<file path="src/rtl/scb_map.vh">
// Register offsets, field positions and reset values of the configuration register bank.
`ifndef SCB_MAP_VH
`define SCB_MAP_VH
// ==========================================================================
// Register byte offsets
`define SCB_OFS_WIN23      6'h04
`define SCB_OFS_WIN4       6'h08
`define SCB_OFS_WIN67      6'h0c
`define SCB_OFS_MISC       6'h10
`define SCB_OFS_DMA_ADDR   6'h14
`define SCB_OFS_RST_CTRL   6'h18
// ==========================================================================
// Chip-select window fields
`define SCB_HI_MATCH       31:24
`define SCB_HI_MASK        23:16
`define SCB_LO_MATCH       15:8
`define SCB_LO_MASK        7:0
// ==========================================================================
// Miscellaneous register fields
`define SCB_F_IRQ_NS       31:28
`define SCB_F_PERIPH_NS    27:26
`define SCB_F_MGR_NS       25
`define SCB_F_BOOT_ADDR    24
`define SCB_F_SPNIDEN      9
`define SCB_F_NIDEN        8
`define SCB_F_SPIDEN       7
`define SCB_F_DBGEN        6
`define SCB_F_REMAP        5:4
`define SCB_F_MEMMAP       1:0
`define SCB_MISC_WMASK     32'hff0003f3
`define SCB_REMAP_CS0      2'h1
`define SCB_REMAP_CS4      2'h2
`define SCB_MEMMAP_AXI     2'h1
`define SCB_MEMMAP_NOEXT   2'h2
// ==========================================================================
// Reset values
`define SCB_RST_WIN        32'h00000000
`define SCB_RST_MISC       32'h000003d0
`define SCB_RST_DMA_ADDR   32'h00000000
`define SCB_RST_RST_CTRL   32'h1fffefff
`define SCB_RST_CTRL_WMASK 32'hdfffefff
`endif

</file>
<file path="src/rtl/scb_win_match.v">
// Address window matcher for one chip select using an 8-bit match and mask.
`timescale 1ns/1ps
`default_nettype none
module scb_win_match #(
	parameter W = 8
) (
	input  wire [W-1:0] addr_top_i,
	input  wire [W-1:0] match_i,
	input  wire [W-1:0] mask_i,
	output wire         hit_o
);
	wire [W-1:0] diff;
	genvar g;
	generate
		for (g = 0; g < W; g = g + 1) begin : g_bit
			// A zero mask bit makes the address bit a don't-care.
			assign diff[g] = mask_i[g] & (addr_top_i[g] ^ match_i[g]);
		end
	endgenerate
	assign hit_o = ~|diff;
endmodule // scb_win_match
`default_nettype wire

</file>
<file path="src/rtl/scb_regbank.v">
// Configuration register bank: chip-select windows, misc options, DMA boot address, reset control.
//
// Design decisions made here: the register addresses and the Wishbone slave port.
`timescale 1ns/1ps
`default_nettype none
`include "scb_map.vh"
module scb_regbank #(
	parameter AW = 6
) (
	input  wire          clk_i,
	input  wire          rst_i,
	// Wishbone classic slave.
	input  wire          wb_cyc_i,
	input  wire          wb_stb_i,
	input  wire          wb_we_i,
	input  wire [AW-1:0] wb_adr_i,
	input  wire [3:0]    wb_sel_i,
	input  wire [31:0]   wb_dat_i,
	output reg  [31:0]   wb_dat_o,
	output reg           wb_ack_o,
	output reg           wb_err_o,
	// Address window decode for the static memory controller.
	input  wire [7:0]    mem_addr_top_i,
	output reg  [2:0]    win_hit_o,
	// DMA engine reset-exit options.
	input  wire          dma_rst_i,
	output reg  [3:0]    dma_irq_nonsecure_o,
	output reg  [1:0]    dma_periph_nonsecure_o,
	output reg           dma_manager_nonsecure_o,
	output reg           dma_boot_from_address_o,
	output reg  [31:0]   dma_start_address_o,
	// Debug authentication.
	output reg           secure_noninvasive_dbg_en_o,
	output reg           noninvasive_dbg_en_o,
	output reg           secure_invasive_dbg_en_o,
	output reg           invasive_dbg_en_o,
	// Memory map control.
	output reg  [1:0]    static_mem_remap_bus_o,
	output reg           remap_valid_o,
	output reg           axi_master_at_zero_o,
	output reg           ext_axi_en_o,
	// Chip reset controls.
	output reg  [31:0]   reset_control_o
);
	// ==========================================================================
	// Register storage
	reg  [31:0] win23_r;
	reg  [15:0] win4_r;
	reg  [31:0] misc_r;
	reg  [31:0] dma_addr_r;
	reg  [31:0] rst_ctrl_r;
	wire [31:0] win4_merged;

	wire        req     = wb_cyc_i & wb_stb_i & ~wb_ack_o & ~wb_err_o;
	wire [31:0] lane    = {{8{wb_sel_i[3]}}, {8{wb_sel_i[2]}}, {8{wb_sel_i[1]}}, {8{wb_sel_i[0]}}};
	wire        hit_w23 = (wb_adr_i == `SCB_OFS_WIN23);
	wire        hit_w4  = (wb_adr_i == `SCB_OFS_WIN4);
	wire        hit_w67 = (wb_adr_i == `SCB_OFS_WIN67);
	wire        hit_msc = (wb_adr_i == `SCB_OFS_MISC);
	wire        hit_dma = (wb_adr_i == `SCB_OFS_DMA_ADDR);
	wire        hit_rst = (wb_adr_i == `SCB_OFS_RST_CTRL);
	wire        mapped  = hit_w23 | hit_w4 | hit_w67 | hit_msc | hit_dma | hit_rst;
	wire        wr      = req & wb_we_i & mapped;

	// Byte-lane merge of write data into a register value.
	function [31:0] merge;
		input [31:0] old;
		input [31:0] nw;
		input [31:0] ln;
		begin
			merge = (old & ~ln) | (nw & ln);
		end
	endfunction

	// ==========================================================================
	// Register writes
	always @(posedge clk_i) begin
		if (rst_i) begin
			win23_r    <= `SCB_RST_WIN;
			win4_r     <= 16'h0000;
			misc_r     <= `SCB_RST_MISC;
			dma_addr_r <= `SCB_RST_DMA_ADDR;
			rst_ctrl_r <= `SCB_RST_RST_CTRL;
		end else if (wr) begin
			if (hit_w23)
				win23_r <= merge(win23_r, wb_dat_i, lane);
			// Upper half of the window 4 register holds no storage.
			if (hit_w4)
				win4_r <= win4_merged[15:0];
			if (hit_msc)
				misc_r <= merge(misc_r, wb_dat_i, lane & `SCB_MISC_WMASK);
			if (hit_dma)
				dma_addr_r <= merge(dma_addr_r, wb_dat_i, lane);
			if (hit_rst)
				rst_ctrl_r <= merge(rst_ctrl_r, wb_dat_i, lane & `SCB_RST_CTRL_WMASK);
		end
	end

	assign win4_merged = merge({16'h0000, win4_r}, wb_dat_i, lane);

	// ==========================================================================
	// Bus answer: one-cycle ack, error on unmapped offsets
	always @(posedge clk_i) begin
		if (rst_i) begin
			wb_ack_o <= 1'b0;
			wb_err_o <= 1'b0;
			wb_dat_o <= 32'h00000000;
		end else begin
			wb_ack_o <= req & mapped;
			wb_err_o <= req & ~mapped;
			wb_dat_o <= 32'h00000000;
			if (req & ~wb_we_i) begin
				// The window 6/7 register is reserved and always reads zero.
				if (hit_w23)
					wb_dat_o <= win23_r;
				else if (hit_w4)
					wb_dat_o <= {16'h0000, win4_r};
				else if (hit_msc)
					wb_dat_o <= misc_r;
				else if (hit_dma)
					wb_dat_o <= dma_addr_r;
				else if (hit_rst)
					wb_dat_o <= rst_ctrl_r;
			end
		end
	end

	// ==========================================================================
	// Chip-select window decode
	wire [2:0] hit_w;
	scb_win_match #(.W(8)) u_win2 (
		.addr_top_i (mem_addr_top_i),
		.match_i    (win23_r[`SCB_LO_MATCH]),
		.mask_i     (win23_r[`SCB_LO_MASK]),
		.hit_o      (hit_w[0])
	);
	scb_win_match #(.W(8)) u_win3 (
		.addr_top_i (mem_addr_top_i),
		.match_i    (win23_r[`SCB_HI_MATCH]),
		.mask_i     (win23_r[`SCB_HI_MASK]),
		.hit_o      (hit_w[1])
	);
	scb_win_match #(.W(8)) u_win4 (
		.addr_top_i (mem_addr_top_i),
		.match_i    (win4_r[`SCB_LO_MATCH]),
		.mask_i     (win4_r[`SCB_LO_MASK]),
		.hit_o      (hit_w[2])
	);

	// ==========================================================================
	// Outputs
	// DMA options are latched only while the engine is held in reset, so that a
	// write during operation cannot change its security state under it.
	always @(posedge clk_i) begin
		if (rst_i) begin
			win_hit_o               <= 3'h0;
			dma_irq_nonsecure_o     <= 4'h0;
			dma_periph_nonsecure_o  <= 2'h0;
			dma_manager_nonsecure_o <= 1'b0;
			dma_boot_from_address_o <= 1'b0;
			dma_start_address_o     <= `SCB_RST_DMA_ADDR;
			secure_noninvasive_dbg_en_o <= 1'b1;
			noninvasive_dbg_en_o        <= 1'b1;
			secure_invasive_dbg_en_o    <= 1'b1;
			invasive_dbg_en_o           <= 1'b1;
			static_mem_remap_bus_o  <= `SCB_REMAP_CS0;
			remap_valid_o           <= 1'b1;
			axi_master_at_zero_o    <= 1'b0;
			ext_axi_en_o            <= 1'b1;
			reset_control_o         <= `SCB_RST_RST_CTRL;
		end else begin
			win_hit_o   <= hit_w;
			if (dma_rst_i) begin
				dma_irq_nonsecure_o     <= misc_r[`SCB_F_IRQ_NS];
				dma_periph_nonsecure_o  <= misc_r[`SCB_F_PERIPH_NS];
				dma_manager_nonsecure_o <= misc_r[`SCB_F_MGR_NS];
				dma_boot_from_address_o <= misc_r[`SCB_F_BOOT_ADDR];
				dma_start_address_o     <= dma_addr_r;
			end
			secure_noninvasive_dbg_en_o <= misc_r[`SCB_F_SPNIDEN];
			noninvasive_dbg_en_o        <= misc_r[`SCB_F_NIDEN];
			secure_invasive_dbg_en_o    <= misc_r[`SCB_F_SPIDEN];
			invasive_dbg_en_o           <= misc_r[`SCB_F_DBGEN];
			static_mem_remap_bus_o      <= misc_r[`SCB_F_REMAP];
			// Remap only means something while the memory controller sits at zero.
			remap_valid_o        <= ~misc_r[0] & ((misc_r[`SCB_F_REMAP] == `SCB_REMAP_CS0) |
				(misc_r[`SCB_F_REMAP] == `SCB_REMAP_CS4));
			axi_master_at_zero_o <= (misc_r[`SCB_F_MEMMAP] == `SCB_MEMMAP_AXI);
			ext_axi_en_o         <= (misc_r[`SCB_F_MEMMAP] != `SCB_MEMMAP_NOEXT) &
				(misc_r[`SCB_F_MEMMAP] != `SCB_MEMMAP_AXI);
			reset_control_o      <= rst_ctrl_r;
		end
	end
endmodule // scb_regbank
`default_nettype wire

</file>
<file path="config.mk">
export PLATFORM = sky130hd
export DESIGN_NAME = scb_regbank
export DESIGN_NICKNAME = d
export VERILOG_FILES = /design/src/rtl/scb_win_match.v /design/src/rtl/scb_regbank.v
export VERILOG_INCLUDE_DIRS = /design/src /design/src/rtl
export SDC_FILE = /design/constraint.sdc
export NUM_CORES = 1
export LEC_CHECK = 0
export BUFFER_PORTS_ARGS = -buffer_cell sky130_fd_sc_hd__buf_4
export CORE_ASPECT_RATIO = 2
export CORE_MARGIN = 1
export CORE_UTILIZATION = 40
export CTS_CLUSTER_DIAMETER = 30
export CTS_CLUSTER_SIZE = 10
export DETAILED_ROUTE_END_ITERATION = 7
export SLEW_MARGIN = 20
export SYNTH_ARGS = -nofsm -noshare
export SYNTH_HDL_FRONTEND = slang
export SYNTH_SLANG_ARGS = --single-unit
</file>
<file path="constraint.sdc">
create_clock -name clk_i -period 6.45 [get_ports clk_i]
set_input_delay 1.935 -clock clk_i [delete_from_list [all_inputs] [get_ports clk_i]]
set_output_delay 1.935 -clock clk_i [all_outputs]
set_load 0.01 [all_outputs]
</file>
==> results.json, run 1 <==
{
  "cts.repair_timing.setup_buffer_count": 0,
  "ir_drop_mv": 0.1737,
  "cp_data_required_time_ns": 6.83,
  "initial_utilization_pct": 40.82,
  "cpPeakStageDelay_ns": 0.70,
  "detail-route-antenna-nets": 0,
  "outcome": "completed",
  "finalNonFillerCells": 1422,
  "num_rows": 80,
  "number_of_enable_type_register_cells_in_the_synthesized_netlist": 0,
  "cts_repair_resize_count": 0,
  "ys_seq_elements": 242,
  "vias_in_the_first_global_route": 7445,
  "setup_viol_count_final": 0,
  "dr.pass1.iters": 4,
  "cts.path.max_buffers": 3,
  "vias": 7411,
  "totalNegativeSetupSlack_ns": 0,
  "synth_ff_type": "dfxtp_1",
  "worst-path-max-fanout": 25,
  "finalPower_mw": 3.497,
  "area_used_by_multi_input_combinational_logic_um2": 4497,
  "post_drt_wl_per_cell_um": 19.08,
  "synth_top_cell_by_area": "dfxtp_1",
  "hold_class": "register to register",
  "grt_remaining_overflow": 0,
  "syn-instance-count": 973,
  "die_extent_in_y_um": 223.0,
  "critPathTopFamily": "simple AND/OR/NAND/NOR gates",
  "post-dp-hpwl_um": 18950,
  "port_buffers": 171,
  "fmaxAchievable_mhz": 257.4,
  "synth.top_cells.by_area": "dfxtp_1 50%, mux2i_1 14%, nand2b_1 6.3%",
  "track_usage_pct": 21.77,
  "routabilityCongestion": 0.7742,
  "worst_clock_skew_ns": 0.01455,
  "ys_async_sr_fraction_pct": 0,
  "antenna_found_initial": 0,
  "cts.root.buffer_cell": "clkbuf_16",
  "grt_start_max_net_pins": 230,
  "worst_slew_margin_rel_pct": 27.10,
  "data_arrival_time_of_the_worst_path_ns": 4.26,
  "period_needed_ns": 3.886,
  "setup_repair_after_global_routing_missed_its_margin": "no",
  "grt_pass1_wl_um": 41890,
  "placed_cell_count": 1367,
  "yosysTopAreaCellShare_pct": 49.62,
  "worstMarginPinSlew_ns": 1.085,
  "final_common_cell": "dfxtp_1",
  "cts.reportedPaths.clkPinSlew_ns": 0.05,
  "setup.worst_path.start_class": "input port",
  "finalCritPeriodShare_pct": 60.24,
  "clock_sink_count": 242,
  "tritoncts.num_buffers": 35,
  "antenna_cells_inserted": 0,
  "core-area_um2": 23920,
  "drive_above_1_share_pct": 24.85,
  "post-route-worst-setup-slack_ns": 2.564,
  "boundaryPins": 174,
  "area_growth_pct": 25.37,
  "drt_first_iter_violations": 475,
  "netlist-cell-type-count": 61,
  "post_synth_instance_area_um2": 9764,
  "cap_viol_max_count": 0,
  "worst_path_most_repeated_cell": "buf_4",
  "crit_buf_inv": 2,
  "routed_via_density": 5.212,
  "syn_area_per_cell_um2": 10.04,
  "cts_tree": "built",
  "finalWirelength_um": 27140,
  "fp.dieArea_um2": 25080,
  "worstSkewPairLatency_ns": 0.51,
  "final-hold-violation-count": 0,
  "synth_warnings": 0,
  "die_w_um": 112.5,
  "dp_slack_ns": 1.911,
  "most-common-layout-cells": "242 x dfxtp_1, 174 x buf_4, 132 x mux2i_1",
  "worst_path_max_delay_cell": "or4b_1",
  "end_kind": "register",
  "class_of_the_most_critical_setup_path": "input port to register",
  "path_cells": "buf_4 > or4b_1 > nor2_4 > buf_4 > nand2_2 > mux2i_1",
  "design.final.nets": 1174,
  "ys_seq_area_share_pct": 49.62,
  "cts-htree-levels": 2,
  "cts_hold_buf": 0,
  "total_leakage_power_nw": 5.167,
  "layout.filler_cells": 2196,
  "power_per_cell_area_nw_per_um2": 285.7,
  "regArea_um2": 4845,
  "maxSlewViolCount": 0,
  "remaining_drc_errors": 0
}
==> per-layer routing <==
metal	up-vias	global-route usage, %	part of all wire, %
li1	3658	-	-
met4	0	10.62	4.0
met1	3471	25.59	41
met3	66	3.178	4.0
met2	216	38.41	51
met5	-	0	0
==> synthesized netlist by cell type (3+ instances only) <==
library cell    n
buf_4          11
nor2b_1         9
buf_1           5
buf_2           9
dfxtp_1       242
nor4_1          9
inv_1          20
a22oi_1        11
a22o_1          3
o31ai_1         7
a21oi_1        56
xor2_1         24
nand2b_1       99
nor3_1         11
nand3_1        18
clkbuf_1       38
a221oi_1       11
a32o_1          5
and4_1          4
mux2i_1       132
a221o_1         5
nand4_4         3
a222oi_1       10
nand2_1        15
or2b_2         16
and3_1          8
buf_6           3
or2_2          20
nor2_1         97
and2_1          3
o21ai_0        27
nand3b_1        8
==> worst paths after layout <==
kind	startpoint	to	cells past startpoint	slack (ns)
min	register	reset_control_o[24]$_SDFF_PP1_	2	0.45
min reg2reg	register	reset_control_o[24]$_SDFF_PP1_	2	0.45
max	wb_adr_i[5]	register	6	2.56
max reg2reg	wb_err_o$_SDFF_PP0_	wb_dat_o[31]$_SDFF_PP0_	4	4.00
==> cells by family (layout without fill, tap and decap cells) <==
kind of cell,Yosys count,in the layout,share of synthesized area (%)
xor+xnor,25,25,2.242
flops,242,242,49.62
simple gates,341,341,20.57
fa+ha+maj,1,1,0.1281
mux,132,132,13.53
compound gates,142,142,9.483
other cells,1,2,0.03840
buf+inv,89,250,4.395
==> power by group <==
part / switching, mW / leakage, nW / internal [mW]
logic: 0.0817 / 2.66 / 0.0570
registers: 0.000703 / 1.95 / 1.50
clock network: 0.670 / 0.552 / 1.19
total: 0.752 / 5.17 / 2.75
==> tightest hold or removal path: cells and delay by family, from the launching register on <==
kind          cells  cell delay [ns]
flops             1             0.32
buf+inv           1             0.04
simple gates      1             0.06
==> area by class of cell <==
class	instances	share of cell area [%]
well taps	287	2.933
multi-input cells	643	36.73
inverters	20	0.6132
clock buffers	45	8.381
repair buffers	175	10.83
flip-flops and latches	242	39.57
clock inverters	10	0.9301
==> through the flow <==
step,cell area [um^2],hold WS (ns),utilization [%]
5_1_grt,12240,0.4672,51.17
2_1_floorplan,9768,0.4180,-
6_report,12240,0.4509,51.17
3_3_place_gp,11100,0.4398,46.40
3_5_place_dp,11100,0.4379,46.40
4_1_cts,12240,0.4503,51.16
(Power assumes the default switching activity.)
==> run 2: changes to the inputs <==
==> constraint.sdc (replaced) <==
create_clock -name clk_i -period 4.1 [get_ports clk_i]
set_input_delay 1.23 -clock clk_i [delete_from_list [all_inputs] [get_ports clk_i]]
set_output_delay 1.23 -clock clk_i [all_outputs]
set_load 0.01 [all_outputs]
==> run 2 against run 1 <==
Cell area down 0.16%. Via count up 1.3%. Utilization down 0.084 points. Power up 53%. Register-to-register slack worse by 1.9 ns. Die area unchanged. Critical path type unchanged. Clock power up 48%. Clock-buffer cell count down 1. Worst hold slack better by 0.0070 ns. First-iteration DRC count down 12%. Highest routed layer unchanged. Combinational power up 60%.
==> results.json, run 2 (same netlist as run 1, synthesis figures left out) <==
{
  "track_usage_pct": 21.94,
  "fp.dieArea_um2": 25080,
  "antenna_found_initial": 0,
  "min_path_cells": 1,
  "regToRegStartpoint": "wb_ack_o$_SDFF_PP0_",
  "data_arrival_time_of_the_worst_path_ns": 3.20,
  "power_per_cell_area_nw_per_um2": 436.4,
  "detail-route-antenna-nets": 0,
  "cts.path.max_buffers": 3,
  "remaining_drc_errors": 0,
  "layout.filler_cells": 2225,
  "path_cells": "buf_4 > or4b_1 > nor2_4 > buf_4 > a22oi_1 > a21oi_1",
  "area_growth_pct": 25.17,
  "min_hold_slack_ns": 0.4580,
  "area_used_by_multi_input_combinational_logic_um2": 4494,
  "design.final.nets": 1182,
  "port_buffers": 171,
  "finalCritPeriodShare_pct": 67.83,
  "worst_hold_path.endpoint": "reset_control_o[17]$_SDFF_PP1_",
  "total_leakage_power_nw": 5.167,
  "cts-htree-levels": 2,
  "routabilityCongestion": 0.8458,
  "cp_data_required_time_ns": 4.52,
  "drive_above_1_share_pct": 24.80,
  "clock_sink_count": 242,
  "final_common_cell": "dfxtp_1",
  "grt_remaining_overflow": 0,
  "vias": 7509,
  "totalNegativeSetupSlack_ns": 0,
  "setup_viol_count_final": 0,
  "cpPeakStageDelay_ns": 0.71,
  "critPathTopFamily": "simple AND/OR/NAND/NOR gates",
  "cts.root.buffer_cell": "clkbuf_16",
  "final-hold-violation-count": 0,
  "num_rows": 80,
  "vias_in_the_first_global_route": 7384,
  "post_drt_wl_per_cell_um": 19.28,
  "cts_repair_resize_count": 0,
  "grt_start_max_net_pins": 157,
  "tritoncts.num_buffers": 34,
  "die_w_um": 112.5,
  "period_needed_ns": 2.781,
  "crit_buf_inv": 2,
  "routed_via_density": 5.258,
  "hold_class": "register to register",
  "worstMarginPinSlew_ns": 0.7574,
  "worst_path_most_repeated_cell": "buf_4",
  "fmaxAchievable_mhz": 359.6,
  "finalWirelength_um": 27540,
  "dr.pass1.iters": 5,
  "drt_first_iter_violations": 420,
  "die_extent_in_y_um": 223.0,
  "antenna_cells_inserted": 0,
  "boundaryPins": 174,
  "regArea_um2": 4845,
  "setup.worst_path.start_class": "input port",
  "worst_slew_margin_rel_pct": 49.35,
  "maxSlewViolCount": 0,
  "class_of_the_most_critical_setup_path": "input port to register",
  "post-route-worst-setup-slack_ns": 1.319,
  "end_kind": "register",
  "outcome": "completed",
  "dp_slack_ns": 0.8026,
  "post-dp-hpwl_um": 19510,
  "cap_viol_max_count": 0,
  "initial_utilization_pct": 40.82,
  "worstSkewPairLatency_ns": 0.51,
  "cts.repair_timing.setup_buffer_count": 0,
  "r2r-end": "wb_dat_o[8]$_SDFF_PP0_",
  "most-common-layout-cells": "242 x dfxtp_1, 183 x buf_4, 132 x mux2i_1",
  "core-area_um2": 23920,
  "cts.reportedPaths.clkPinSlew_ns": 0.05,
  "worst-path-max-fanout": 19,
  "ir_drop_mv": 0.3064,
  "grt_pass1_wl_um": 42080,
  "ff2ff_setup_slack_ns": 2.07,
  "cts_hold_buf": 0,
  "r2r_cells": 4,
  "worst_clock_skew_ns": 0.007503,
  "worst_path_max_delay_cell": "or4b_1",
  "setup_repair_after_global_routing_missed_its_margin": "no",
  "cts_tree": "built"
}
run 2: worst max path at each step:
| stage | start | to | slack [ns] | cells past startpoint |
|---|---|---|---|---|
| 5_1_grt | wb_adr_i[5] | register | 1.20 | 6 |
| 3_5_place_dp | wb_adr_i[5] | wb_dat_o[17]$_SDFF_PP0_ | 0.80 | 6 |
| 6_report | wb_adr_i[5] | wb_dat_o[17]$_SDFF_PP0_ | 1.32 | 6 |
| 3_3_place_gp | wb_adr_i[5] | wb_dat_o[17]$_SDFF_PP0_ | 0.87 | 6 |
| 4_1_cts | wb_adr_i[5] | wb_dat_o[17]$_SDFF_PP0_ | 1.33 | 6 |
| 2_1_floorplan | wb_adr_i[5] | register | 1.39 | 6 |
run 2: final cells by class:
type                       count  share of cell area (%)
sequential                   242                   39.64
multi-input combinational    643                   36.77
timing repair buffer         184                   11.40
clock buffer                  44                   7.955
tap                          287                   2.938
clock inverter                 8                  0.6757
inverter                      20                  0.6143
run 2: stage by stage:
step / utilization (%) / total power, mW / cell area, um^2 / std cells
floorplan: - / 2.530 / 9768 / 974
global placement: 46.68 / 2.628 / 11170 / 1376
CTS: 51.09 / 5.383 / 12220 / 1428
global route: 51.09 / 5.504 / 12220 / 1428
detailed placement: 46.68 / 2.629 / 11170 / 1376
finish: 51.09 / 5.334 / 12220 / 1428
run 2: where the power goes:
group	switching (mW)	internal, mW	leakage (nW)
registers	0.00108	2.36	1.95
clock network	1.03	1.72	0.503
logic	0.130	0.0915	2.71
total	1.17	4.17	5.17
run 2: worst reg2reg max path, cell delays in order (launching register included):
cell and delay [ns]:
dfxtp_1 0.33, nand4bb_1 0.31, or3_1 0.70, nor2_1 0.41
a32o_1 0.22
run 2: layer usage:
metal	share of wire (%)	global-route usage, %	up-vias
met3	3.8	3.043	58
met1	41	25.70	3580
met5	0	0	-
met2	52	39.21	206
met4	3.7	10.02	0
li1	-	-	3665
==> run 3: changes to the inputs <==
--- a/config.mk
+++ b/config.mk
@@ -6,6 +6,7 @@
 export SDC_FILE = /design/constraint.sdc
 export NUM_CORES = 1
 export LEC_CHECK = 0
+export ABC_AREA = 1
 export BUFFER_PORTS_ARGS = -buffer_cell sky130_fd_sc_hd__buf_4
 export CORE_ASPECT_RATIO = 2
 export CORE_MARGIN = 1
==> constraint.sdc (replaced) <==
create_clock -name clk_i -period 2.89 [get_ports clk_i]
set_input_delay 0.867 -clock clk_i [delete_from_list [all_inputs] [get_ports clk_i]]
set_output_delay 0.867 -clock clk_i [all_outputs]
set_load 0.01 [all_outputs]
==> run 3 against run 2 <==
Flip-flop and latch count unchanged. Critical path type unchanged. Clock-buffer cell count decreased by 4. Critical path depth up 4.
==> results.json, run 3 <==
{
  "worstSkewPairLatency_ns": 0.51,
  "ys_top_cells_by_count": "312 x nor2_1, 305 x nand2_1, 242 x dfxtp_1, 133 x inv_1, 123 x nand3_1",
  "cts_tree": "built",
  "ff2ff_setup_slack_ns": 1.19,
  "most-common-layout-cells": "312 x nor2_1, 305 x nand2_1, 242 x dfxtp_1",
  "post_drt_wl_per_cell_um": 17.53,
  "ys_seq_elements": 242,
  "final_common_cell": "nor2_1",
  "die_w_um": 114.0,
  "cts-htree-levels": 2,
  "ir_drop_mv": 0.4235,
  "cap_viol_max_count": 0,
  "worst_hold_path.endpoint": "reset_control_o[31]$_SDFF_PP0_",
  "grt_start_max_net_pins": 70,
  "setup_viol_count_final": 0,
  "end_kind": "register",
  "post-route-worst-setup-slack_ns": 0.8139,
  "netlist-cell-type-count": 35,
  "antenna_cells_inserted": 0,
  "worstMarginPinSlew_ns": 0.6722,
  "total_leakage_power_nw": 6.111,
  "area_growth_pct": 27.54,
  "synth.top_cells.by_area": "dfxtp_1 48%, nor2_1 12%, nand2_1 11%",
  "finalWirelength_um": 33580,
  "cts_hold_buf": 0,
  "worst_slew_margin_rel_pct": 55.18,
  "finalPower_mw": 8.163,
  "synth_ff_type": "dfxtp_1",
  "tritoncts.num_buffers": 37,
  "outcome": "completed",
  "grt_remaining_overflow": 0,
  "die_extent_in_y_um": 226.0,
  "port_buffers": 171,
  "fmaxAchievable_mhz": 481.7,
  "routed_via_density": 4.882,
  "cts_repair_resize_count": 0,
  "drive_above_1_share_pct": 19.82,
  "ys_async_sr_fraction_pct": 0,
  "layout.filler_cells": 2504,
  "synth_warnings": 0,
  "r2r_cells": 7,
  "number_of_enable_type_register_cells_in_the_synthesized_netlist": 0,
  "cts.path.max_buffers": 3,
  "syn_area_per_cell_um2": 7.180,
  "fp.dieArea_um2": 25750,
  "worst_clock_skew_ns": 0.01783,
  "num_rows": 81,
  "vias": 9353,
  "min_hold_slack_ns": 0.4506,
  "class_of_the_most_critical_setup_path": "input port to register",
  "yosysTopAreaCellShare_pct": 48.30,
  "dp_slack_ns": 0.3330,
  "regArea_um2": 4845,
  "min_path_cells": 2,
  "cts.root.buffer_cell": "clkbuf_16",
  "routabilityCongestion": 0.8730,
  "synth_top_cell_by_area": "dfxtp_1",
  "area_used_by_multi_input_combinational_logic_um2": 4318,
  "antenna_found_initial": 0,
  "design.final.nets": 1626,
  "finalCritPeriodShare_pct": 71.84,
  "regToRegStartpoint": "wb_ack_o$_SDFF_PP0_",
  "worst-path-max-fanout": 20,
  "cts.repair_timing.setup_buffer_count": 0,
  "detail-route-antenna-nets": 0,
  "yosys.cell_count.top_type": "nor2_1",
  "remaining_drc_errors": 0,
  "post_synth_instance_area_um2": 10030,
  "core-area_um2": 24530,
  "boundaryPins": 174,
  "setup_repair_after_global_routing_missed_its_margin": "no",
  "vias_in_the_first_global_route": 9043,
  "track_usage_pct": 26.39,
  "power_per_cell_area_nw_per_um2": 638.1,
  "post-dp-hpwl_um": 24840,
  "ys_seq_area_share_pct": 48.30,
  "period_needed_ns": 2.076,
  "cts.reportedPaths.clkPinSlew_ns": 0.05,
  "r2r-end": "wb_dat_o[14]$_SDFF_PP0_",
  "final-hold-violation-count": 0,
  "clock_sink_count": 242,
  "grt_pass1_wl_um": 50400,
  "cp_data_required_time_ns": 3.32,
  "totalNegativeSetupSlack_ns": 0,
  "hold_class": "register to register",
  "syn-instance-count": 1397,
  "data_arrival_time_of_the_worst_path_ns": 2.51,
  "maxSlewViolCount": 0,
  "setup.worst_path.start_class": "input port",
  "drt_first_iter_violations": 527,
  "initial_utilization_pct": 40.90,
  "dr.pass1.iters": 5
}
-- run 3: cell types whose count changed after synthesis, sizes merged, moves of 24 or more --
cell and change:
nand3 +105, nand2 +291, nand4 +28, o21ai +53
mux2i -132, nor2 +227, xor2 -24, inv +122
a21oi -27, nand2b -99
-- run 3: layout make-up --
cell class / instances / area share, %
well taps: 332 / 3.247
repair buffers: 198 / 11.81
clock buffers: 40 / 7.403
clock inverters: 14 / 1.731
flip-flops and latches: 242 / 37.87
inverters: 142 / 4.186
multi-input cells: 948 / 33.75
-- run 3: through the flow --
stage,instance area [um^2],instances,util [%]
3_3_place_gp,11620,1862,47.40
6_report,12790,1916,52.16
5_1_grt,12790,1916,52.16
2_1_floorplan,10030,1398,-
4_1_cts,12790,1916,52.16
3_5_place_dp,11620,1862,47.40
-- run 3: how the worst max path moves through the flow --
stage | startpoint | end | slack (ns) | depth (start not counted)
2_1_floorplan | wb_adr_i[1] | register | 0.80 | 8
3_3_place_gp | wb_adr_i[1] | register | 0.36 | 9
3_5_place_dp | wb_adr_i[1] | register | 0.33 | 10
4_1_cts | wb_adr_i[1] | register | 0.84 | 10
5_1_grt | wb_adr_i[1] | register | 0.65 | 8
6_report | wb_adr_i[1] | register | 0.81 | 10
-- run 3: report_power, final --
group	switching (mW)	leakage [nW]	total (mW)	internal [mW]
clock	1.55	0.563	4.34	2.79
combinational	0.285	3.59	0.430	0.145
sequential	0.0167	1.96	3.39	3.37
total	1.85	6.11	8.16	6.31
-- run 3: logic make-up (layout without fill, tap and decap cells) --
logic type	Yosys count	in the layout	share of synthesized area, %
flops	242	242	48.30
simple gates	822	822	36.36
buf+inv	208	394	8.756
compound gates	123	123	6.424
fa+ha+maj	1	1	0.1247
other cells	1	2	0.03738
-- run 3: layer usage --
layer / track usage, % / vias up / wire (um)
met5: 0 / - / 0
met4: 19.56 / 0 / 2586
met3: 2.630 / 91 / 1242
met2: 50.22 / 295 / 18230
met1: 25.72 / 4261 / 11530
li1: - / 4706 / -
-- run 3: worst max-delay path: stages --
cell and delay [ns]:
buf_4 0.11, nor2_1 0.18, buf_12 0.18, nand3_1 0.12, nand2_2 0.28, buf_4 0.22, nand4_4 0.22, nand2_1 0.15
nand2_1 0.06, nor2_1 0.10
